===== src/prsi_defines.vh =====
// Constants for the processor reset and initialization state block
`ifndef PRSI_DEFINES_VH
`define PRSI_DEFINES_VH

// ----------------------------------------------------------------------------
// Initial values
// ----------------------------------------------------------------------------
`define PRSI_CR0_HARD     32'h6000_0010
`define PRSI_CR0_INIT     32'h0000_0010
`define PRSI_CR0_KEEP     32'h6000_0000
`define PRSI_FLAGS_RST    32'h0000_0002
`define PRSI_DR6_RST      32'hFFFF_0FF0
`define PRSI_DR7_RST      32'h0000_0400
`define PRSI_CS_SEL_RST   16'hF000
`define PRSI_CS_BASE_RST  32'hFFFF_0000
`define PRSI_IP_RST       32'h0000_FFF0
`define PRSI_MGMT_MEMORY_BASE_RST   32'h0003_0000
`define PRSI_FCW_RST      16'h0040
`define PRSI_FSW_RST      16'h0000
`define PRSI_FTW_RST      16'h5555
`define PRSI_ZERO32       32'h0000_0000
`define PRSI_BUILTIN_SELF_TEST_CODE    32'h0000_0001
`define PRSI_REAL_IP_MASK 32'h0000_FFFF
`define PRSI_SEG_SHIFT    4
`define PRSI_PE_BIT       0

// ----------------------------------------------------------------------------
// Hidden attribute bytes {present, dpl[1:0], s, type[3:0]}
// ----------------------------------------------------------------------------
`define PRSI_ATTR_CODE    8'h9A
`define PRSI_ATTR_DATA    8'h92
`define PRSI_ATTR_LDT     8'h82
`define PRSI_ATTR_TSS     8'h83

// ----------------------------------------------------------------------------
// Identity value field positions
// ----------------------------------------------------------------------------
`define PRSI_ID_STEP_LSB  0
`define PRSI_ID_MODEL_LSB 4
`define PRSI_ID_FAM_LSB   8
`define PRSI_ID_EMOD_LSB  16
`define PRSI_ID_EFAM_LSB  20

// ----------------------------------------------------------------------------
// General-purpose store entries (low word of accumulator and data register)
// ----------------------------------------------------------------------------
`define PRSI_GPR_ACC_LO   5'h00
`define PRSI_GPR_RDX_LO   5'h04

// ----------------------------------------------------------------------------
// Register byte addresses
// ----------------------------------------------------------------------------
`define PRSI_A_CR0        9'h000
`define PRSI_A_CR2        9'h004
`define PRSI_A_CR3        9'h008
`define PRSI_A_CR4        9'h00C
`define PRSI_A_TPR        9'h010
`define PRSI_A_FLAGS      9'h014
`define PRSI_A_EXTENDED_FEATURE_REG       9'h018
`define PRSI_A_IP         9'h01C
`define PRSI_A_CS_SEL     9'h020
`define PRSI_A_CS_BASE    9'h024
`define PRSI_A_DR6        9'h028
`define PRSI_A_DR7        9'h02C
`define PRSI_A_DR0        9'h030
`define PRSI_A_DR1        9'h034
`define PRSI_A_DR2        9'h038
`define PRSI_A_DR3        9'h03C
`define PRSI_A_MGMT_MEMORY_BASE     9'h040
`define PRSI_A_TSC_LO     9'h044
`define PRSI_A_TSC_HI     9'h048
`define PRSI_A_FCW        9'h04C
`define PRSI_A_FSW        9'h050
`define PRSI_A_FTW        9'h054
`define PRSI_A_STATUS     9'h058
`define PRSI_A_SEGATTR    9'h05C

`endif


===== src/prsi_init_state.v =====
// Processor reset and initialization state loader with APB register access
//
// Chosen here: the APB interface to the registers and the address map.
`timescale 1ns/1ns
`default_nettype none
`include "prsi_defines.vh"

// Overview of operation
// - Start in 16-bit real mode after reset/init
// - Code selector F000h, base FFFF_0000h directly
// - Instruction pointer FFF0h, fetch at base plus pointer
// - Code base holds until software loads selector
// - Real-mode selector load: base is selector shifted four
// - Fetch address is base plus pointer, pointer cut to 16 bits in real mode
// - Hard reset loads control 6000_0010h
// - Init keeps cache-disable, no-writethrough; sets bit 4
// - Accumulator zero, non-zero on failed self-test at hard reset
// - Identity value placed in data register
// - Other general-purpose registers cleared to zero
// - Hard reset only sets floating-point state
// - Hard reset sets management base 0003_0000h
// - Hard reset invalidates caches; init does not
// - Init keeps priority, fp, stamp, management base
// - Flags, debug status and control reset values
// - Hidden segment attributes set by reset/init
// - Multiprocessor: negotiate one bootstrap, others wait
// - Cycle stamp cleared on reset, counts every cycle
// - Stepping bits 3-0, model bits 7-4
module prsi_init_state #(
    parameter [3:0] ID_STEPPING  = 4'h1,
    parameter [3:0] ID_MODEL     = 4'h2,
    parameter [3:0] ID_FAMILY    = 4'h3,
    parameter [3:0] ID_EXT_MODEL = 4'h0,
    parameter [7:0] ID_EXT_FAM   = 8'h00,
    parameter [3:0] CPU_INDEX    = 4'h0,
    parameter [3:0] ARB_BASE     = 4'h2
) (
    // Clock and hard reset
    input  wire        clk,
    input  wire        reset,
    // Soft initialization pin and self-test result
    input  wire        init_req,
    input  wire        builtin_self_test_fail,
    // Bootstrap negotiation pins
    input  wire        bsp_claim_in,
    input  wire        ap_start,
    output wire        bsp_claim_out,
    // Fetch port
    output wire        fetch_req,
    output reg  [31:0] fetch_addr_r,
    input  wire        fetch_done,
    input  wire [31:0] fetch_next_ip,
    input  wire        cs_load,
    input  wire [15:0] cs_load_sel,
    // Mode and memory hierarchy
    output wire        real_mode,
    output reg         cache_inval_r,
    // APB slave
    input  wire        psel,
    input  wire        penable,
    input  wire        pwrite,
    input  wire [11:0] paddr,
    input  wire [31:0] pwdata,
    output wire [31:0] prdata,
    output wire        pready,
    output wire        pslverr
);

    // ------------------------------------------------------------------------
    // Declarations
    // ------------------------------------------------------------------------
    localparam ST_HOLD  = 3'd0;
    localparam ST_ARB   = 3'd1;
    localparam ST_BSP   = 3'd2;
    localparam ST_APW   = 3'd3;
    localparam ST_AP    = 3'd4;

    reg  [31:0] cr0_r, cr2_r, cr3_r, cr4_r, tpr_r, flags_r, extended_feature_reg_r, ip_r;
    reg  [15:0] cs_sel_r;
    reg  [31:0] cs_base_r, dr6_r, dr7_r, mgmt_memory_base_r;
    reg  [31:0] dr_r [0:3];
    reg  [63:0] tsc_r;
    reg  [15:0] fcw_r, fsw_r, ftw_r;
    reg  [31:0] fptr_r;
    reg  [2:0]  sync1_r, sync2_r, sync3_r, lvl_r;
    reg  [2:0]  st_r;
    reg  [3:0]  arb_cnt_r;
    reg  [31:0] prdata_r;
    reg         gpr_rd_r;
    reg  [31:0] rd_mux;
    reg         rd_hit;
    wire [31:0] mem_rdata;
    wire        init_lvl;
    wire        claim_lvl;
    wire        start_lvl;
    wire        loading;
    wire        wr_en;
    wire        setup_rd;
    wire        gpr_hit;
    wire        addr_ok;
    wire [8:0]  a9;
    integer     k;

    assign init_lvl  = lvl_r[0];
    assign claim_lvl = lvl_r[1];
    assign start_lvl = lvl_r[2];
    assign loading   = reset | init_lvl;

    // ------------------------------------------------------------------------
    // Helpers
    // ------------------------------------------------------------------------
    function [31:0] id_value;
        input dummy;
        begin
            id_value = `PRSI_ZERO32;
            id_value[`PRSI_ID_STEP_LSB +: 4]  = ID_STEPPING;
            id_value[`PRSI_ID_MODEL_LSB +: 4] = ID_MODEL;
            id_value[`PRSI_ID_FAM_LSB +: 4]   = ID_FAMILY;
            id_value[`PRSI_ID_EMOD_LSB +: 4]  = ID_EXT_MODEL;
            id_value[`PRSI_ID_EFAM_LSB +: 8]  = ID_EXT_FAM;
        end
    endfunction

    function [31:0] real_base;
        input [15:0] sel;
        begin
            real_base = {12'h000, sel, 4'h0} & ({32{1'b1}} >> (16 - `PRSI_SEG_SHIFT));
        end
    endfunction

    // State shared by hard reset and soft initialization
    task load_common;
        begin
            cr2_r     <= `PRSI_ZERO32;
            cr3_r     <= `PRSI_ZERO32;
            cr4_r     <= `PRSI_ZERO32;
            extended_feature_reg_r    <= `PRSI_ZERO32;
            flags_r   <= `PRSI_FLAGS_RST;
            dr6_r     <= `PRSI_DR6_RST;
            dr7_r     <= `PRSI_DR7_RST;
            for (k = 0; k < 4; k = k + 1) begin
                dr_r[k] <= `PRSI_ZERO32;
            end
            cs_sel_r  <= `PRSI_CS_SEL_RST;
            cs_base_r <= `PRSI_CS_BASE_RST;
            ip_r      <= `PRSI_IP_RST;
        end
    endtask

    // ------------------------------------------------------------------------
    // Pin synchronisers: a change counts once stages two and three agree
    // ------------------------------------------------------------------------
    always @(posedge clk) begin
        sync1_r <= {ap_start, bsp_claim_in, init_req};
        sync2_r <= sync1_r;
        sync3_r <= sync2_r;
        if (reset) begin
            lvl_r <= 3'b000;
        end else begin
            lvl_r <= (sync2_r & ~(sync2_r ^ sync3_r)) | (lvl_r & (sync2_r ^ sync3_r));
        end
    end

    // ------------------------------------------------------------------------
    // APB decode
    // ------------------------------------------------------------------------
    assign a9       = paddr[8:0];
    assign addr_ok  = (paddr[11:9] == 3'b000);
    assign gpr_hit  = addr_ok & a9[8] & ~a9[7];
    assign wr_en    = psel & penable & pwrite & ~pslverr;
    assign setup_rd = psel & ~penable & ~pwrite;
    // Zero-wait slave; reads are captured in setup so the access phase serves them
    assign pready   = 1'b1;
    assign pslverr  = psel & penable & ~(rd_hit | gpr_hit);
    assign prdata   = gpr_rd_r ? mem_rdata : prdata_r;

    always @* begin
        rd_hit = addr_ok;
        case (a9)
            `PRSI_A_CR0:     rd_mux = cr0_r;
            `PRSI_A_CR2:     rd_mux = cr2_r;
            `PRSI_A_CR3:     rd_mux = cr3_r;
            `PRSI_A_CR4:     rd_mux = cr4_r;
            `PRSI_A_TPR:     rd_mux = tpr_r;
            `PRSI_A_FLAGS:   rd_mux = flags_r;
            `PRSI_A_EXTENDED_FEATURE_REG:    rd_mux = extended_feature_reg_r;
            `PRSI_A_IP:      rd_mux = ip_r;
            `PRSI_A_CS_SEL:  rd_mux = {16'h0000, cs_sel_r};
            `PRSI_A_CS_BASE: rd_mux = cs_base_r;
            `PRSI_A_DR6:     rd_mux = dr6_r;
            `PRSI_A_DR7:     rd_mux = dr7_r;
            `PRSI_A_DR0:     rd_mux = dr_r[0];
            `PRSI_A_DR1:     rd_mux = dr_r[1];
            `PRSI_A_DR2:     rd_mux = dr_r[2];
            `PRSI_A_DR3:     rd_mux = dr_r[3];
            `PRSI_A_MGMT_MEMORY_BASE:  rd_mux = mgmt_memory_base_r;
            `PRSI_A_TSC_LO:  rd_mux = tsc_r[31:0];
            `PRSI_A_TSC_HI:  rd_mux = tsc_r[63:32];
            `PRSI_A_FCW:     rd_mux = {16'h0000, fcw_r};
            `PRSI_A_FSW:     rd_mux = {16'h0000, fsw_r};
            `PRSI_A_FTW:     rd_mux = {16'h0000, ftw_r};
            `PRSI_A_STATUS:  rd_mux = {24'h00_0000, 1'b0, st_r, cache_inval_r, init_lvl, fetch_req, real_mode};
            `PRSI_A_SEGATTR: rd_mux = {`PRSI_ATTR_TSS, `PRSI_ATTR_LDT,
                                       `PRSI_ATTR_DATA, `PRSI_ATTR_CODE};
            default: begin
                rd_mux = `PRSI_ZERO32;
                rd_hit = 1'b0;
            end
        endcase
    end

    always @(posedge clk) begin
        if (reset) begin
            prdata_r <= `PRSI_ZERO32;
            gpr_rd_r <= 1'b0;
        end else if (setup_rd) begin
            prdata_r <= rd_hit ? rd_mux : `PRSI_ZERO32;
            gpr_rd_r <= gpr_hit;
        end
    end

    // ------------------------------------------------------------------------
    // Architectural state
    // ------------------------------------------------------------------------
    always @(posedge clk) begin
        if (reset) begin
            load_common;
            cr0_r    <= `PRSI_CR0_HARD;
            tpr_r    <= `PRSI_ZERO32;
            mgmt_memory_base_r <= `PRSI_MGMT_MEMORY_BASE_RST;
            fcw_r    <= `PRSI_FCW_RST;
            fsw_r    <= `PRSI_FSW_RST;
            ftw_r    <= `PRSI_FTW_RST;
            fptr_r   <= `PRSI_ZERO32;
        end else if (init_lvl) begin
            // Reloaded every cycle the pin is held, so values stand until release
            load_common;
            cr0_r <= (cr0_r & `PRSI_CR0_KEEP) | `PRSI_CR0_INIT;
            // Priority, fp state, stamp and management base are left alone
        end else begin
            if (wr_en) begin
                case (a9)
                    `PRSI_A_CR0:    cr0_r   <= pwdata;
                    `PRSI_A_CR2:    cr2_r   <= pwdata;
                    `PRSI_A_CR3:    cr3_r   <= pwdata;
                    `PRSI_A_CR4:    cr4_r   <= pwdata;
                    `PRSI_A_TPR:    tpr_r   <= pwdata;
                    `PRSI_A_FLAGS:  flags_r <= pwdata;
                    `PRSI_A_EXTENDED_FEATURE_REG:   extended_feature_reg_r  <= pwdata;
                    `PRSI_A_DR6:    dr6_r   <= pwdata;
                    `PRSI_A_DR7:    dr7_r   <= pwdata;
                    `PRSI_A_DR0:    dr_r[0] <= pwdata;
                    `PRSI_A_DR1:    dr_r[1] <= pwdata;
                    `PRSI_A_DR2:    dr_r[2] <= pwdata;
                    `PRSI_A_DR3:    dr_r[3] <= pwdata;
                    `PRSI_A_MGMT_MEMORY_BASE: mgmt_memory_base_r <= pwdata;
                    `PRSI_A_FCW:    fcw_r   <= pwdata[15:0];
                    `PRSI_A_FSW:    fsw_r   <= pwdata[15:0];
                    `PRSI_A_FTW:    ftw_r   <= pwdata[15:0];
                    default: begin
                    end
                endcase
            end
            // Core load wins over a register write of the same cycle
            if (cs_load) begin
                cs_sel_r <= cs_load_sel;
                if (real_mode) begin
                    cs_base_r <= real_base(cs_load_sel);
                end
            end else if (wr_en && a9 == `PRSI_A_CS_SEL) begin
                cs_sel_r <= pwdata[15:0];
                if (real_mode) begin
                    cs_base_r <= real_base(pwdata[15:0]);
                end
            end
            // Otherwise the start-up base stays put
            if (fetch_done) begin
                ip_r <= fetch_next_ip;
            end else if (wr_en && a9 == `PRSI_A_IP) begin
                ip_r <= pwdata;
            end
        end
    end

    // Counts through soft initialization; only hard reset clears it
    always @(posedge clk) begin
        if (reset) begin
            tsc_r <= 64'h0000_0000_0000_0000;
        end else begin
            tsc_r <= tsc_r + 64'h0000_0000_0000_0001;
        end
    end

    // Held high through reset, falls at the first edge after release
    always @(posedge clk) begin
        cache_inval_r <= reset;
    end

    assign real_mode = ~cr0_r[`PRSI_PE_BIT];

    // ------------------------------------------------------------------------
    // General-purpose registers
    // ------------------------------------------------------------------------
    prsi_gpr_mem #(
        .DW    (32),
        .AW    (5),
        .DEPTH (32)
    ) u_gpr (
        .clk     (clk),
        .clr     (loading),
        .clr_acc ((reset & builtin_self_test_fail) ? `PRSI_BUILTIN_SELF_TEST_CODE : `PRSI_ZERO32),
        .clr_id  (id_value(1'b0)),
        .we      (wr_en & gpr_hit),
        .waddr   (a9[6:2]),
        .wdata   (pwdata),
        .raddr   (a9[6:2]),
        .rdata_r (mem_rdata)
    );

    // ------------------------------------------------------------------------
    // Bootstrap negotiation and first fetch
    // ------------------------------------------------------------------------
    // Each processor waits its own slot; the first unchallenged one claims.
    // Limitation: ties resolve only if every processor has a distinct index.
    always @(posedge clk) begin
        if (loading) begin
            st_r      <= ST_HOLD;
            arb_cnt_r <= 4'h0;
        end else begin
            case (st_r)
                ST_HOLD: begin
                    st_r      <= ST_ARB;
                    arb_cnt_r <= ARB_BASE + CPU_INDEX;
                end
                ST_ARB: begin
                    if (claim_lvl) begin
                        st_r <= ST_APW;
                    end else if (arb_cnt_r == 4'h0) begin
                        st_r <= ST_BSP;
                    end else begin
                        arb_cnt_r <= arb_cnt_r - 4'h1;
                    end
                end
                ST_APW: begin
                    if (start_lvl) begin
                        st_r <= ST_AP;
                    end
                end
                ST_BSP, ST_AP: begin
                    st_r <= st_r;
                end
                default: begin
                    st_r <= ST_HOLD;
                end
            endcase
        end
    end

    assign bsp_claim_out = ~loading & (st_r == ST_BSP);
    assign fetch_req     = ~loading & ((st_r == ST_BSP) | (st_r == ST_AP));

    always @(posedge clk) begin
        if (real_mode) begin
            fetch_addr_r <= cs_base_r + (ip_r & `PRSI_REAL_IP_MASK);
        end else begin
            fetch_addr_r <= cs_base_r + ip_r;
        end
    end

endmodule

`default_nettype wire


===== src/prsi_gpr_mem.v =====
// General-purpose register store with clear-and-preload and registered read
`timescale 1ns/1ns
`default_nettype none

module prsi_gpr_mem #(
    parameter DW    = 32,
    parameter AW    = 5,
    parameter DEPTH = 32
) (
    // Clock
    input  wire          clk,
    // Clear with preload of two entries
    input  wire          clr,
    input  wire [DW-1:0] clr_acc,
    input  wire [DW-1:0] clr_id,
    // Write port
    input  wire          we,
    input  wire [AW-1:0] waddr,
    input  wire [DW-1:0] wdata,
    // Read port
    input  wire [AW-1:0] raddr,
    output reg  [DW-1:0] rdata_r
);

    reg [DW-1:0] mem_r [0:DEPTH-1];
    integer      i;

    // ------------------------------------------------------------------------
    // Storage
    // ------------------------------------------------------------------------
    // Clear is one wide cycle so the whole set is valid the edge reset ends
    always @(posedge clk) begin
        if (clr) begin
            for (i = 0; i < DEPTH; i = i + 1) begin
                mem_r[i] <= {DW{1'b0}};
            end
            mem_r[`PRSI_GPR_ACC_LO] <= clr_acc;
            mem_r[`PRSI_GPR_RDX_LO] <= clr_id;
        end else if (we) begin
            mem_r[waddr] <= wdata;
        end
    end

    always @(posedge clk) begin
        rdata_r <= mem_r[raddr];
    end

endmodule

`default_nettype wire


===== config.mk =====
export PLATFORM = sky130hd
export DESIGN_NAME = prsi_init_state
export DESIGN_NICKNAME = d
export VERILOG_FILES = /design/src/prsi_init_state.v /design/src/prsi_gpr_mem.v
export VERILOG_INCLUDE_DIRS = /design/src
export SDC_FILE = /design/constraint.sdc
export NUM_CORES = 2
export LEC_CHECK = 0
export ABC_CLOCK_PERIOD_IN_PS = 6290
export CAP_MARGIN = 10
export CORE_MARGIN = 2
export CORE_UTILIZATION = 35
export DETAILED_ROUTE_END_ITERATION = 8
export DONT_BUFFER_PORTS = 1
export GPL_ROUTABILITY_DRIVEN = 1
export PLACE_DENSITY = 0.59
export SLEW_MARGIN = 0
export SYNTH_ARGS = -nofsm -noshare
export SYNTH_HDL_FRONTEND = slang
export SYNTH_SLANG_ARGS = --single-unit

===== constraint.sdc =====
create_clock -name clk -period 6.29 [get_ports clk]
set_input_delay 0.629 -clock clk [delete_from_list [all_inputs] [get_ports clk]]
set_output_delay 0.629 -clock clk [all_outputs]
set_load 0.005 [all_outputs]

======== Word-level counts from Yosys, hierarchy flattened ========
Memories as Yosys holds them, arrays and structs flattened. A register that Yosys moved wholly into a read port is not among the register bits.
Cells that the tools add are included.
word-level totals
  register bits after elaboration ......... 725
  bits in writable memories ............... 1024
  input bits .............................. 103
  memories ................................ 1
cells by class
  $add $sub $neg .......................... 4
  equal/unequal tests ..................... 31
  mux-type cells .......................... 31
  bitwise logic cells ..................... 31
  reduce and logical (&&, ||, !) cells .... 34
memory list
  memory       words  bits a word  rd ports  clocked after Yosys merged registers in  wr ports  RTL line           source
  u_gpr.mem_r  32     32           1         1                                        32        prsi_gpr_mem.v:25  reg [DW-1:0] mem_r [0:DEPTH-1];
operator list
  operator               count
  $pmux 32 s24           1
  $mux 32                12
  $eq 9x6->1 const B     8
  $eq 9x7->1 const B     8
  $add 64x1->64 const B  1
  $eq 9x5->1 const B     4
  $add 32x16->32         1
  $add 32x32->32         1
  $mux 16                2
  $reduce_or 32->1       1
  $reduce_and 2->1       13
  $reduce_and 3->1       8
  $reduce_or 24->1       1
  $eq 9x4->1 const B     2
  $and 1x1->1            12
  $pmux 3 s4             1
  $eq 9x3->1 const B     1
  $logic_not 9->1        1
  $mux 3                 3
  $not 1->1              9
  $mux 1                 8
  $mux 4                 2
  $pmux 4 s2             1
  $and 3x3->3            2
  other kinds (16)       28

======== Logic depth before layout (Yosys ltp) ========
  depth in word-level cells ............... 14
  depth in mapped cells ................... 11

======== Cells and area by module ========
A second synthesis with hierarchy kept.
unflattened totals
  cells, all modules ...................... 7607
  area, all modules ....................... 77342.9 µm²
modules (own cells, without submodules)
  module           times used  cells each  area each (µm²)  seq. area each (µm²)
  prsi_gpr_mem     1           3590        45884.0          31390.1
  prsi_init_state  1           4017        31458.9          14213.6

======== Worst setup path after synthesis ========
OpenSTA, ideal clock, no wires.
  path type ............................... in2reg
  start ................................... input port paddr[4]
  end ..................................... memory u_gpr.mem_r[6][0], enable pin
  arrival time ............................ 4.298 ns
  path slack .............................. 1.527 ns
  stages .................................. 6
  cells stage by stage .................... clkbuf_1 buf_1 buf_2 buf_1 nand2_1 o21ai_0
RTL lines
  element          RTL line              source
  start, declared  prsi_init_state.v:62  input wire [11:0] paddr,
  end, declared    prsi_gpr_mem.v:25

==> results.cfg <==
[run_status]
outcome = finished, final reports clean

[global_routing]
grt_pass1_wl_mm = 406
grt_pass1_vias = 54500
grt_overflow = 0
grt_max_degree = 267
grt.total_usage = 0.250
antenna_found_initial = 39

[yosys]
synthArstFlopShare = 0
synth-seq-area-share = 0.588
synth-seq-cells = 1766
avgSynthCellArea_sq_um = 11.3
synthFlopType = edfxtp_1
synth_nets = 7029
synth_edf_count = 1024
postSynthCellCount = 6895
synth.distinct_cells = 83
yosys_warnings = 0
synthesis.area_sq_um = 77600

[placement]
hpwl_mm = 172
pre_cts_slack_ns = 1.56
io_buffers = 0
gp_congestion = 0.932

[sta]
final_max_slew_viol_count = 0
fin_skew_ns = 0.0455
rsz0062_at_grt = no
hold_viol_final = 0
setup_tns_ns = 0
finalSetupViolCount = 0
fmax_mhz = 246
period_share = 0.647
relSlewSlack = 0.0869
final.setup.worst_slack_ns = 2.22
fin_crit_ns = 4.07
tightest_slew_ns = 1.35

[clock_network]
cts_sinks = 1766
cts_tree = yes
clk_latency_ns = 0.86
cts_root_buffer = clkbuf_16
clk_pin_slew_ns = 0.06
cts_buffers = 187
clock_path_buffers = 3
htreeDepth = 4

[floorplan]
core_sq_um = 220000
fp.dieW_microns = 475
die_y_microns = 475
io-pin-count = 173
row_count = 172
initial_core_util = 0.353
dieArea_sq_um = 225000

[min_path]
hold_class = input port to flop

[detailed_routing]
wl_per_cell_microns = 29.4
drt-pass1-iter-count = 8
routed_wl_mm = 289
drc = 0
ant_nets = 0
drt_iter0_drc = 8352
vias_per_cell = 5.88
vias = 57700

[power]
fin_total_pwr_w = 0.0258
leakagePower_nw = 30.9
ir_drop_mv = 0.215
power_density_nw_per_um2 = 294

[worst_setup_path]
cp-end-kind = output port
crit_path_start_kind = flop
crit_required_ns = 5.66
reg2reg_slack_ns = 2.26
cp.arrival_ns = 3.44
cp_max_fo = 79
timing_worst_setup_path_type = flop to output port

[finish]
layout-drive-gt1-share = 0.142
nFillCells = 20700
areaGrowthSynthToFinish_pct = 13.4
largest_register_ffs = 1024
regMostFlops = u_gpr.mem_r
num-nets-final = 6808
reg_top3 = u_gpr.mem_r (1024), dr_r (128), tsc_r (64)

[job]
maxCapViolCount = 0
[final cells by class]
| cell class | instances | area, sq um | area share |
|---|---|---|---|
| multi-input combinational | 4424 | 29600 | 0.337 |
| sequential | 1766 | 45600 | 0.519 |
| clock inverter | 67 | 798 | 0.00908 |
| tap | 2958 | 3700 | 0.0421 |
| timing repair buffer | 272 | 2690 | 0.0306 |
| antenna | 28 | 70.1 | 0.000797 |
| clock buffer | 276 | 5370 | 0.0611 |
| inverter | 23 | 86.3 | 0.000982 |
[final timing paths]
path,startpoint,to,depth (start not counted)
setup / recovery,flop,bsp_claim_out,4
hold / removal,pwdata[28],u_gpr.mem_r[7][28],1
setup reg to reg,flop,u_gpr.mem_r[14][21],7
hold reg to reg,sync1_r[1],sync2_r[1],0
[layout by cell type (no fill, tap or decap), types with 100 or more instances in the layout]
cell type,netlist,final
a21oi_1,557,557
a22oi_1,125,125
and3_1,408,407
buf_4,4,142
clkbuf_16,0,191
dfxtp_1,742,741
edfxtp_1,1024,1024
mux2_2,100,100
mux2i_1,124,124
mux4_2,320,320
nand2_1,1164,1125
nor2_1,882,877
[cells in the mapped netlist, types with 6 or more instances]
library cell / n / area share
nand2_1: 1164 / 0.056
edfxtp_1: 1024 / 0.40
nor2_1: 882 / 0.043
dfxtp_1: 742 / 0.19
a21oi_1: 557 / 0.036
clkbuf_1: 551 / 0.027
and3_1: 408 / 0.033
mux4_2: 320 / 0.093
a22oi_1: 125 / 0.012
mux2i_1: 124 / 0.016
mux2_2: 100 / 0.015
buf_2: 89 / 0.0057
o21ai_0: 80 / 0.0052
nand3_1: 69 / 0.0045
xor2_1: 51 / 0.0058
nor3_1: 44 / 0.0028
o22ai_1: 37 / 0.0030
a222oi_1: 36 / 0.0046
a221oi_1: 33 / 0.0037
ha_1: 30 / 0.0048
xnor2_1: 28 / 0.0032
and2_1: 27 / 0.0022
nand4_1: 27 / 0.0022
buf_1: 25 / 0.0012
a22o_1: 24 / 0.0027
inv_1: 22 / 0.0011
nand2b_1: 22 / 0.0018
a211oi_1: 14 / 0.0014
nor2b_1: 14 / 0.0011
o21a_1: 14 / 0.0014
or3_1: 14 / 0.0011
o31ai_1: 13 / 0.0013
a311oi_1: 12 / 0.0014
nand3b_1: 11 / 0.0011
clkbuf_2: 10 / 0.00065
nor3_2: 10 / 0.0013
a21o_1: 9 / 0.00087
a221o_1: 8 / 0.0010
a31oi_1: 8 / 0.00065
and4_1: 8 / 0.00090
o211ai_1: 7 / 0.00068
nor4_4: 6 / 0.0016
[power breakdown]
| group | switching [W] | internal (W) | total, W |
|---|---|---|---|
| logic | 0.00103 | 0.000649 | 0.00168 |
| clock network | 0.00477 | 0.00646 | 0.0112 |
| registers | 0.000216 | 0.0127 | 0.0129 |
| total | 0.00602 | 0.0198 | 0.0258 |
[layer usage]
layer	up-vias	part of all wire	global-route usage
met5	-	0.00026	0
met4	12	0.073	0.157
met3	882	0.10	0.0556
met2	3616	0.45	0.381
met1	28800	0.38	0.321
li1	24400	-	-
[stage by stage]
step | cell area [sq um] | instances | hold WS [ns] | utilization
6_report | 87900 | 9814 | 0.0380 | 0.400
5_1_grt | 87900 | 9799 | 0.0223 | 0.400
4_1_cts | 87900 | 9785 | 0.000918 | 0.399
2_1_floorplan | 77600 | 6895 | 0.310 | -
3_5_place_dp | 80100 | 9315 | 0.320 | 0.364
3_3_place_gp | 80100 | 9315 | 0.320 | 0.364
[cells by family (layout without fill, tap and decap cells)]
| kind of cell | count (synthesis) | after routing | share of synthesized area |
|---|---|---|---|
| simple gates | 2737 | 2737 | 0.156 |
| flops | 1766 | 1766 | 0.588 |
| compound gates | 1029 | 1029 | 0.0819 |
| buf+inv | 705 | 638 | 0.0362 |
| mux | 547 | 547 | 0.124 |
| xor+xnor | 79 | 79 | 0.00892 |
| fa+ha+maj | 31 | 31 | 0.00510 |
| other cells | 1 | 29 | 0.0000483 |
[what timing repair did]
action	in CTS	in global routing
buffers inserted	0	0
hold buffers	127	0
endpoints found under the hold margin	1002	0
gates resized for setup	0	0
[worst max-delay path: stages, from the launching register on]
cell,delay (ns)
dfxtp_1,0.38
buf_4,0.39
or2_4,0.65
buf_4,0.80
nor4b_2,0.23
(Power assumes the default switching activity.)
